**src/verilog/adc_pkg.sv**
```systemverilog
// ==================================================
// serial sequencer constants
package adc_pkg;
    localparam int TMR_W   = 20;
    localparam int CNT_W   = 6;
    localparam int RES_W   = 31;
    localparam int XFER_BITS = 32;
    localparam int CHAN_BITS = 8;
    localparam int CFG_END   = 16;

    // ==================================================
    // timing
    localparam int CLK_PERIOD_NS  = 5;
    localparam int POR_TIME_MS    = 4;
    localparam int STATUS_TEST_US = 12;
    localparam int EOSC_TEST_TENTHS = 36;
    localparam logic [TMR_W-1:0] POR_CYCLES_DEF =
        TMR_W'((POR_TIME_MS * 1000000 + CLK_PERIOD_NS - 1) / CLK_PERIOD_NS);
    localparam logic [TMR_W-1:0] STATUS_TEST_CYCLES =
        TMR_W'((STATUS_TEST_US * 1000 + CLK_PERIOD_NS - 1) / CLK_PERIOD_NS);
    localparam logic [TMR_W-1:0] EOSC_TEST_TICKS =
        TMR_W'((EOSC_TEST_TENTHS + 9) / 10);
    localparam logic [TMR_W-1:0] INT_OSC_DIV     = 20'h00010;
    localparam logic [TMR_W-1:0] CONV_OSC_CYCLES = 20'h00040;
    localparam logic [TMR_W-1:0] SCK_HALF_CYCLES = 20'h00014;

    // ==================================================
    // pins and reset values
    localparam int PIN_N   = 5;
    localparam int PIN_CS  = 0;
    localparam int PIN_SCK = 1;
    localparam int PIN_SDI = 2;
    localparam int PIN_FO  = 3;
    localparam int PIN_FOX = 4;
    localparam logic [PIN_N-1:0] PIN_RST = 5'h03;
    localparam logic [7:0] CHAN_RST = 8'h00;
    localparam logic [7:0] CFG_RST  = 8'h00;

    typedef enum logic [2:0] {
        ST_POR, ST_CONV, ST_SLEEP, ST_TEST, ST_XFER
    } seq_state_e;

    typedef enum logic [1:0] {
        MODE_EXT, MODE_INT_SC, MODE_INT_CONT
    } clk_mode_e;
endpackage

```
**src/verilog/word_if.sv**
```systemverilog
`timescale 1ns/1ps
// ==================================================
// word stream with valid and ready
interface word_if #(
    parameter int W = 31
) ();
    logic [W-1:0] data;
    logic         valid;
    logic         ready;

    modport src (output data, output valid, input ready);
    modport snk (input data, input valid, output ready);
endinterface

```
**src/verilog/word_buf.sv**
```systemverilog
`timescale 1ns/1ps
// ==================================================
// two-entry result buffer
module word_buf
    import adc_pkg::*;
(
    input wire logic clk,
    input wire logic rst_b,
    word_if.snk      in_p,
    word_if.src      out_p
);
    logic [RES_W-1:0] mem [2];
    logic             wr_ff;
    logic             rd_ff;
    logic [1:0]       cnt_ff;
    logic             push;
    logic             pop;

    assign push        = in_p.valid && in_p.ready;
    assign pop         = out_p.valid && out_p.ready;
    assign in_p.ready  = cnt_ff != 2'h2;
    assign out_p.valid = cnt_ff != 2'h0;
    assign out_p.data  = mem[rd_ff];

    always_ff @(posedge clk) begin
        if (push) begin
            mem[wr_ff] <= in_p.data;
        end
    end

    always_ff @(posedge clk or negedge rst_b) begin
        if (!rst_b) begin
            wr_ff  <= 1'b0;
            rd_ff  <= 1'b0;
            cnt_ff <= 2'h0;
        end else begin
            wr_ff  <= wr_ff ^ push;
            rd_ff  <= rd_ff ^ pop;
            cnt_ff <= cnt_ff + {1'b0, push} - {1'b0, pop};
        end
    end
endmodule

```
**src/verilog/adc_serial.sv**
```systemverilog
`timescale 1ns/1ps
// ==================================================
// Contract
// - clock source chosen from sck level when power-on reset ends.
// - external 3-wire: sdo shows end-of-conversion flag continuously.
// - flag falling copies result into the output shift register, except in single-cycle mode with chip select low at conversion end.
// - external clock: sdo changes on sck fall, sdi taken on rise.
// - 32nd external sck fall starts conversion, sdo goes high.
// - pull-up on while sck is high, undriven sck selects internal.
// - internal single-cycle: sdo undriven while chip select high.
// - chip select fall: drive sck low, show flag on sdo.
// - finished: first internal sck rise after status test delay.
// - chip select still low: generate sck, shift data out and in.
// - after 32nd internal rise: convert, hold sck high, repeat.
// - chip select rise during transfer aborts and starts conversion.
// - abort before 8th fall keeps old channel, drops input.
// - abort 8th-16th fall loads channel only; later loads both.
// - pull-up on during reset; high sck with chip select low selects continuous mode.
// - continuous: sck and sdo high converting, low when done.
// - continuous: sleep at least half sck period, then transfer.
// - continuous: sdi on rises, sdo on falls, 32nd rise converts.
// - chip select falling with sck high switches to internal clock.
// - internal sck pull-up off whenever sck is low after power-on reset.
module adc_serial
    import adc_pkg::*;
#(
    parameter logic [TMR_W-1:0] POR_CYCLES = POR_CYCLES_DEF
) (
    input  wire logic             clk,
    input  wire logic             rst_b,
    input  wire logic             cs_b,
    input  wire logic             sck_i,
    input  wire logic             sdi,
    input  wire logic             fo_i,
    input  wire logic             fo_ext,
    input  wire logic [RES_W-1:0] result_word,
    output logic                  sck_o,
    output logic                  sck_oe,
    output logic                  sck_pu,
    output logic                  sdo_o,
    output logic                  sdo_oe,
    output logic [7:0]            chan_o,
    output logic [7:0]            cfg_o
);
    // ==================================================
    // pin synchronisers
    logic [PIN_N-1:0] pin_raw;
    logic [PIN_N-1:0] pin_s;
    logic [PIN_N-1:0] pin_d_ff;
    logic [PIN_N-1:0] rise_v;
    logic [PIN_N-1:0] fall_v;

    assign pin_raw = {fo_ext, fo_i, sdi, sck_i, cs_b};

    genvar gi;
    generate
        for (gi = 0; gi < PIN_N; gi++) begin : g_sync
            logic s1_ff;
            logic s2_ff;
            always_ff @(posedge clk or negedge rst_b) begin
                if (!rst_b) begin
                    s1_ff <= PIN_RST[gi];
                    s2_ff <= PIN_RST[gi];
                end else begin
                    s1_ff <= pin_raw[gi];
                    s2_ff <= s1_ff;
                end
            end
            assign pin_s[gi] = s2_ff;
        end
    endgenerate

    always_ff @(posedge clk or negedge rst_b) begin
        if (!rst_b) begin
            pin_d_ff <= PIN_RST;
        end else begin
            pin_d_ff <= pin_s;
        end
    end

    assign rise_v = pin_s & ~pin_d_ff;
    assign fall_v = ~pin_s & pin_d_ff;

    logic cs_s;
    logic sck_s;
    logic sdi_s;
    logic fo_ext_s;
    logic cs_rise;
    logic cs_fall;
    logic sck_rise;
    logic sck_fall;

    assign cs_s     = pin_s[PIN_CS];
    assign sck_s    = pin_s[PIN_SCK];
    assign sdi_s    = pin_s[PIN_SDI];
    assign fo_ext_s = pin_s[PIN_FOX];
    assign cs_rise  = rise_v[PIN_CS];
    assign cs_fall  = fall_v[PIN_CS];
    assign sck_rise = rise_v[PIN_SCK];
    assign sck_fall = fall_v[PIN_SCK];

    function automatic logic drives_sck(clk_mode_e m, logic cs);
        drives_sck = (m == MODE_INT_CONT) || (m == MODE_INT_SC && !cs);
    endfunction

    // ==================================================
    // state
    seq_state_e       state_ff;
    seq_state_e       nxt_state;
    clk_mode_e        mode_ff;
    clk_mode_e        nxt_mode;
    logic [TMR_W-1:0] timer_ff;
    logic [TMR_W-1:0] nxt_timer;
    logic [TMR_W-1:0] div_ff;
    logic [CNT_W-1:0] rise_cnt_ff;
    logic [CNT_W-1:0] nxt_rise;
    logic [CNT_W-1:0] fall_cnt_ff;
    logic [CNT_W-1:0] nxt_fall;
    logic [RES_W:0]   shout_ff;
    logic [RES_W:0]   nxt_shout;
    logic [7:0]       chsh_ff;
    logic [7:0]       nxt_chsh;
    logic [7:0]       cfsh_ff;
    logic [7:0]       nxt_cfsh;
    logic [7:0]       chan_ff;
    logic [7:0]       nxt_chan;
    logic [7:0]       cfg_ff;
    logic [7:0]       nxt_cfg;
    logic             loaded_ff;
    logic             nxt_loaded;
    logic             sck_o_ff;
    logic             nxt_sck;
    logic             sck_oe_ff;
    logic             sck_pu_ff;
    logic             sdo_ff;
    logic             sdo_oe_ff;
    logic             rise_ev;
    logic             fall_ev;

    // ==================================================
    // oscillator tick and result buffer
    logic             div_tick;
    logic             osc_tick;
    logic             conv_done;
    logic             test_tick;
    logic [TMR_W-1:0] test_last;

    assign div_tick  = div_ff == INT_OSC_DIV - 1'b1;
    assign osc_tick  = fo_ext_s ? rise_v[PIN_FO] : div_tick;
    assign conv_done = state_ff == ST_CONV && timer_ff == CONV_OSC_CYCLES;
    assign test_tick = fo_ext_s ? osc_tick : 1'b1;
    assign test_last = fo_ext_s ? EOSC_TEST_TICKS - 1'b1
                                : STATUS_TEST_CYCLES - 1'b1;

    word_if #(.W(RES_W)) push_if ();
    word_if #(.W(RES_W)) pop_if ();

    assign push_if.valid = conv_done;
    assign push_if.data  = result_word;
    assign pop_if.ready  = state_ff == ST_SLEEP && !loaded_ff;

    word_buf u_buf (
        .clk   (clk),
        .rst_b (rst_b),
        .in_p  (push_if),
        .out_p (pop_if)
    );

    // ==================================================
    // sequencer
    always_comb begin
        nxt_state  = state_ff;
        nxt_mode   = mode_ff;
        nxt_timer  = timer_ff;
        nxt_sck    = sck_o_ff;
        nxt_loaded = loaded_ff;
        nxt_shout  = shout_ff;
        nxt_chsh   = chsh_ff;
        nxt_cfsh   = cfsh_ff;
        nxt_chan   = chan_ff;
        nxt_cfg    = cfg_ff;
        nxt_rise   = rise_cnt_ff;
        nxt_fall   = fall_cnt_ff;
        rise_ev    = 1'b0;
        fall_ev    = 1'b0;
        if (cs_fall && state_ff != ST_POR && mode_ff != MODE_INT_CONT) begin
            nxt_mode = sck_s ? MODE_INT_SC : MODE_EXT;
        end
        if (cs_rise) begin
            nxt_sck = 1'b1;
        end
        unique case (state_ff)
            ST_POR: begin
                nxt_timer = timer_ff + 1'b1;
                if (timer_ff == POR_CYCLES) begin
                    // sck low: external; chip select low: continuous
                    if (!sck_s) begin
                        nxt_mode = MODE_EXT;
                    end else if (cs_s) begin
                        nxt_mode = MODE_INT_SC;
                    end else begin
                        nxt_mode = MODE_INT_CONT;
                    end
                    nxt_state = ST_CONV;
                    nxt_timer = '0;
                    nxt_sck   = 1'b1;
                end
            end
            ST_CONV: begin
                if (nxt_mode == MODE_INT_SC && cs_fall) begin
                    nxt_sck = 1'b0;
                end
                if (osc_tick && !conv_done) begin
                    nxt_timer = timer_ff + 1'b1;
                end
                if (conv_done && push_if.ready) begin
                    nxt_timer  = '0;
                    nxt_loaded = 1'b0;
                    if (mode_ff == MODE_INT_SC && !cs_s) begin
                        nxt_state = ST_TEST;
                        nxt_sck   = 1'b0;
                    end else begin
                        nxt_state = ST_SLEEP;
                        if (mode_ff == MODE_INT_CONT) begin
                            nxt_sck = 1'b0;
                        end
                    end
                end
            end
            ST_SLEEP: begin
                if (!loaded_ff) begin
                    if (pop_if.valid) begin
                        nxt_shout  = {1'b0, pop_if.data};
                        nxt_loaded = 1'b1;
                    end
                end else if (nxt_mode == MODE_EXT) begin
                    if (!cs_s && sck_rise) begin
                        nxt_state = ST_XFER;
                        rise_ev   = 1'b1;
                    end
                end else if (nxt_mode == MODE_INT_SC) begin
                    if (!cs_s) begin
                        nxt_state = ST_TEST;
                        nxt_sck   = 1'b0;
                        nxt_timer = '0;
                    end
                end else begin
                    nxt_timer = timer_ff + 1'b1;
                    if (timer_ff == SCK_HALF_CYCLES - 1'b1) begin
                        nxt_state = ST_XFER;
                        nxt_sck   = 1'b1;
                        nxt_timer = '0;
                        rise_ev   = 1'b1;
                    end
                end
            end
            ST_TEST: begin
                if (cs_s) begin
                    nxt_state = ST_SLEEP;
                    nxt_timer = '0;
                end else if (test_tick) begin
                    nxt_timer = timer_ff + 1'b1;
                    if (timer_ff == test_last) begin
                        nxt_state = ST_XFER;
                        nxt_sck   = 1'b1;
                        nxt_timer = '0;
                        rise_ev   = 1'b1;
                    end
                end
            end
            ST_XFER: begin
                // chip select is held low in continuous mode
                if (cs_rise && mode_ff != MODE_INT_CONT) begin
                    nxt_state = ST_CONV;
                    nxt_timer = '0;
                    if (fall_cnt_ff >= CNT_W'(CFG_END)) begin
                        nxt_chan = chsh_ff;
                        nxt_cfg  = cfsh_ff;
                    end else if (fall_cnt_ff >= CNT_W'(CHAN_BITS)) begin
                        nxt_chan = chsh_ff;
                    end
                end else if (mode_ff == MODE_EXT) begin
                    if (sck_rise) begin
                        rise_ev = 1'b1;
                    end
                    if (sck_fall) begin
                        if (fall_cnt_ff == CNT_W'(XFER_BITS - 1)) begin
                            nxt_state = ST_CONV;
                            nxt_timer = '0;
                            nxt_chan  = chsh_ff;
                            nxt_cfg   = cfsh_ff;
                        end else begin
                            fall_ev = 1'b1;
                        end
                    end
                end else begin
                    nxt_timer = timer_ff + 1'b1;
                    if (timer_ff == SCK_HALF_CYCLES - 1'b1) begin
                        nxt_timer = '0;
                        nxt_sck   = !sck_o_ff;
                        if (sck_o_ff) begin
                            fall_ev = 1'b1;
                        end else begin
                            rise_ev = 1'b1;
                            if (rise_cnt_ff == CNT_W'(XFER_BITS - 1)) begin
                                nxt_state = ST_CONV;
                                nxt_chan  = chsh_ff;
                                nxt_cfg   = cfsh_ff;
                            end
                        end
                    end
                end
            end
        endcase
        if (rise_ev) begin
            nxt_rise = rise_cnt_ff + 1'b1;
            if (rise_cnt_ff < CNT_W'(CHAN_BITS)) begin
                nxt_chsh = {chsh_ff[6:0], sdi_s};
            end else if (rise_cnt_ff < CNT_W'(CFG_END)) begin
                nxt_cfsh = {cfsh_ff[6:0], sdi_s};
            end
        end
        if (fall_ev) begin
            nxt_fall  = fall_cnt_ff + 1'b1;
            nxt_shout = {shout_ff[RES_W-1:0], 1'b0};
        end
        if (nxt_state == ST_CONV && state_ff != ST_CONV) begin
            nxt_rise = '0;
            nxt_fall = '0;
        end
    end

    // ==================================================
    // pin drive
    logic nxt_sck_oe;
    logic nxt_sdo;
    logic nxt_sdo_oe;
    logic nxt_pu;

    assign nxt_sck_oe = nxt_state != ST_POR && drives_sck(nxt_mode, cs_s);
    assign nxt_sdo    = nxt_state == ST_XFER ? nxt_shout[RES_W]
                      : (nxt_state == ST_CONV || nxt_state == ST_POR);
    assign nxt_sdo_oe = nxt_state != ST_POR && !cs_s;
    assign nxt_pu     = nxt_state == ST_POR || sck_s;

    always_ff @(posedge clk or negedge rst_b) begin
        if (!rst_b) begin
            state_ff    <= ST_POR;
            mode_ff     <= MODE_INT_SC;
            timer_ff    <= '0;
            div_ff      <= '0;
            rise_cnt_ff <= '0;
            fall_cnt_ff <= '0;
            shout_ff    <= '0;
            chsh_ff     <= CHAN_RST;
            cfsh_ff     <= CFG_RST;
            chan_ff     <= CHAN_RST;
            cfg_ff      <= CFG_RST;
            loaded_ff   <= 1'b0;
            sck_o_ff    <= 1'b1;
            sck_oe_ff   <= 1'b0;
            sck_pu_ff   <= 1'b1;
            sdo_ff      <= 1'b1;
            sdo_oe_ff   <= 1'b0;
        end else begin
            state_ff    <= nxt_state;
            mode_ff     <= nxt_mode;
            timer_ff    <= nxt_timer;
            div_ff      <= div_tick ? '0 : div_ff + 1'b1;
            rise_cnt_ff <= nxt_rise;
            fall_cnt_ff <= nxt_fall;
            shout_ff    <= nxt_shout;
            chsh_ff     <= nxt_chsh;
            cfsh_ff     <= nxt_cfsh;
            chan_ff     <= nxt_chan;
            cfg_ff      <= nxt_cfg;
            loaded_ff   <= nxt_loaded;
            sck_o_ff    <= nxt_sck;
            sck_oe_ff   <= nxt_sck_oe;
            sck_pu_ff   <= nxt_pu;
            sdo_ff      <= nxt_sdo;
            sdo_oe_ff   <= nxt_sdo_oe;
        end
    end

    assign sck_o  = sck_o_ff;
    assign sck_oe = sck_oe_ff;
    assign sck_pu = sck_pu_ff;
    assign sdo_o  = sdo_ff;
    assign sdo_oe = sdo_oe_ff;
    assign chan_o = chan_ff;
    assign cfg_o  = cfg_ff;
endmodule

```
**config.mk**
```make
export PLATFORM = sky130hd
export DESIGN_NAME = adc_serial
export DESIGN_NICKNAME = d
export VERILOG_FILES = /design/src/verilog/adc_pkg.sv /design/src/verilog/word_if.sv /design/src/verilog/word_buf.sv /design/src/verilog/adc_serial.sv
export SDC_FILE = /design/constraint.sdc
export NUM_CORES = 1
export LEC_CHECK = 0
export BUFFER_PORTS_ARGS = -buffer_cell sky130_fd_sc_hd__buf_2
export CAP_MARGIN = 20
export CORE_MARGIN = 2
export CORE_UTILIZATION = 55
export CTS_CLUSTER_DIAMETER = 100
export DETAILED_ROUTE_END_ITERATION = 8
export PLACE_DENSITY = 0.84
export SLEW_MARGIN = 40
export SYNTH_ARGS = -nofsm -noshare
export SYNTH_HDL_FRONTEND = slang
export SYNTH_SLANG_ARGS = --single-unit
```
**constraint.sdc**
```tcl
create_clock -name clk -period 2.55 [get_ports clk]
set_input_delay 0.255 -clock clk [delete_from_list [all_inputs] [get_ports clk]]
set_output_delay 0.255 -clock clk [all_outputs]
set_load 0.1 [all_outputs]
```
==> flow_metrics.py <==
metrics = {
    "run_status": {
        "status": "finished with violations",
        "violations": "setup timing",
    },
    "drt": {
        "wirelength_um": 22980,
        "ant_nets": 0,
        "vias": 6966,
        "drt_pass1_iterations": 5,
        "vias_per_cell": 5.969,
        "drcViolationCount": 0,
        "wl_per_cell_um": 19.69,
        "drt_iter0_drc": 551,
    },
    "yosys": {
        "yosys_warnings": 0,
        "yosysUniqueCellTypes": 77,
        "ys_ff_latch": 206,
        "synth_ff_type": "dfrtp_1",
        "synth_area_leaders": "dfrtp_1 (36%), edfxtp_1 (20%), mux2i_1 (3.9%)",
        "synth-edff-count": 62,
        "synth_top_area_cell": "dfrtp_1",
        "yosysSeqAreaShare_pct": 58.76,
        "yosys-top-cells-count": "dfrtp_1 (134), edfxtp_1 (62), nor2_1 (60)",
        "netlist_instances": 749,
        "ys_async_sr_fraction_pct": 69.90,
        "syn_area_sq_um": 9323,
        "synth_top_area_share_pct": 35.97,
        "post-synth-top-count-cell": "dfrtp_1",
        "avgSynthCellArea_sq_um": 12.45,
        "syn-num-nets": 794,
    },
    "floorplan": {
        "initial_core_util_pct": 56.22,
        "die_y_um": 134.2,
        "die_w_um": 134.2,
        "placement_rows": 47,
        "coreArea_sq_um": 16580,
        "die_area_sq_um": 18010,
        "ios": 59,
    },
    "layout": {
        "fill_cells": 1091,
        "instances_no_fill": 1167,
        "num_antenna_cells": 0,
        "drive_gt1_share_pct": 29.99,
        "nets": 976,
        "syn2layout_area_growth_pct": 27.77,
    },
    "grt": {
        "track_usage_pct": 24.84,
        "grt_pass1_wl_um": 35960,
        "antenna_found_initial": 0,
        "grt_max_degree": 86,
        "grt_pass1_vias": 7050,
        "grt_overflow": 0,
    },
    "cts": {
        "cts_buffers": 22,
        "clkTransAtPathRegs_ps": 70,
        "clock_path_buffers": 3,
        "worstSkewPairLatency_ps": 510,
        "clock_sinks": 206,
        "clock-root-buffer": "clkbuf_16",
        "cts_max_level": 1,
        "cts_tree": "yes",
    },
    "sta": {
        "min_period_ps": 2656,
        "hold_viol": 0,
        "max-slew-margin-rel_pct": 49.71,
        "timing.final.ws_setup_ps": -105.9,
        "clock.fmax_ghz": 0.3765,
        "fin_tns_setup_ps": -2311,
        "holdWs_ps": 343.3,
        "worst_slew_pin_slew_ps": 754.3,
        "setup_violations": 47,
        "timing.final.crit_share_pct": 104.2,
        "drv_slew": 0,
        "skew_ps": 9.906,
        "rsz0062_at_grt": "yes",
    },
    "pwr": {
        "p_per_area_nw_per_um2": 572.0,
        "p_total_mw": 6.813,
        "p_leak_nw": 5.160,
        "ir_drop_uv": 610.0,
    },
    "placed_design": {
        "port-buffer-count": 58,
        "place_ws_ps": -66.50,
        "routabilityCongestion": 0.9465,
        "post-place-cells": 1078,
        "dp_hpwl_um": 13360,
    },
    "critical_path": {
        "arrival_ps": 3050,
        "end_kind": "register",
        "crit_path_max_fanout": 6,
        "cp-start-kind": "register",
        "cp.required_ps": 2950,
        "crit_type": "register to register",
    },
    "worst_hold_path": {
        "min_path_type": "input port to asynchronous set/reset pin",
    },
    "flow_run": {
        "max_cap_violations": 0,
    },
}
-- layout make-up --
| class | count | area, sq um | share of cell area, % |
|---|---|---|---|
| multi-input cells | 493 | 3781 | 31.74 |
| inverters | 15 | 56.30 | 0.4727 |
| clock buffers | 27 | 579.3 | 4.863 |
| clock inverters | 13 | 150.1 | 1.261 |
| well taps | 220 | 275.3 | 2.311 |
| repair buffers | 193 | 1590 | 13.35 |
| flip-flops and latches | 206 | 5479 | 46.00 |
-- sequential cells by signal, indices dropped and copies added (netlist names), 8 cells and up --
register and count:
timer_ff 20, chan_o 8, shout_ff 32, div_ff 20, cfsh_ff 8, u_buf.mem 62
chsh_ff 8, cfg_o 8
-- cells by family (layout without fill, tap and decap cells) --
| kind of cell | after synthesis | after routing | share of synthesized area, % |
|---|---|---|---|
| multiplexers | 69 | 69 | 7.851 |
| buffers and inverters | 50 | 248 | 2.590 |
| flip-flops | 206 | 206 | 58.76 |
| adder cells (fa/ha/maj) | 7 | 7 | 0.9394 |
| XOR/XNOR | 32 | 32 | 3.006 |
| AO/OA/AOI/OAI | 134 | 134 | 11.39 |
| AND/OR/NAND/NOR | 251 | 251 | 15.46 |
-- placed cells by master (no fill, tap or decap), types with 25 or more instances in the layout --
cell	count
edfxtp_1	62
mux2i_1	35
buf_2	57
mux2_2	25
a221o_1	30
dlygate4sd3_1	37
clkbuf_16	26
nor2_1	56
buf_4	82
nand2_1	42
dfrtp_1	133
-- final timing paths --
kind / cells after the start / end / start / slack [ps]
max: 9 / rise_cnt_ff[0] / timer_ff[15] / -110
min: 2 / timer_ff[17] / rst_b / 340
max reg2reg: 9 / rise_cnt_ff[0] / timer_ff[15] / -110
min reg2reg: 0 / fo_ext_s / g_sync[4].s1_ff / 350
max in group asynchronous: 3 / chsh_ff[1] / rst_b / 1500
min in group clk: 0 / fo_ext_s / g_sync[4].s1_ff / 350
-- worst max-delay path: stages, from the launching register on --
cell and delay, ps:
dfrtp_1 420, nor4_4 400, nand4_4 240, nor4_4 320, o21a_1 300, nand4b_1 240
nor4b_4 230, buf_4 180, clkbuf_16 150, nor2_2 40
-- metal layers --
metal / wire (um) / track usage, % / share of wire, %
met2: 11560 / 42.83 / 50
met3: 1358 / 3.326 / 5.9
met5: 0 / 0 / 0
met1: 9247 / 33.09 / 40
met4: 811 / 7.427 / 3.5
-- report_power, final --
| part | switching (mW) | internal, mW | total, mW |
|---|---|---|---|
| Sequential | 0.00868 | 3.42 | 3.43 |
| Clock | 1.36 | 1.85 | 3.21 |
| Combinational | 0.0925 | 0.0789 | 0.171 |
| Total | 1.47 | 5.35 | 6.81 |
-- per-stage QoR --
stage	instance area (sq um)	utilization (%)
after floorplan	9326	-
after global placement	10460	63.08
after detailed placement	10470	63.14
after CTS	11640	70.19
after global routing	11910	71.83
final	11910	71.83
-- repair_timing --
item	4_1_cts	5_1_grt
hold endpoints to repair	140	0
cloned	0	5
hold buffers	37	0
setup endpoints to repair	67	111
pin swaps	5	5
gates resized for setup	8	24
setup buffers	2	5
(Power assumes the default switching activity.)
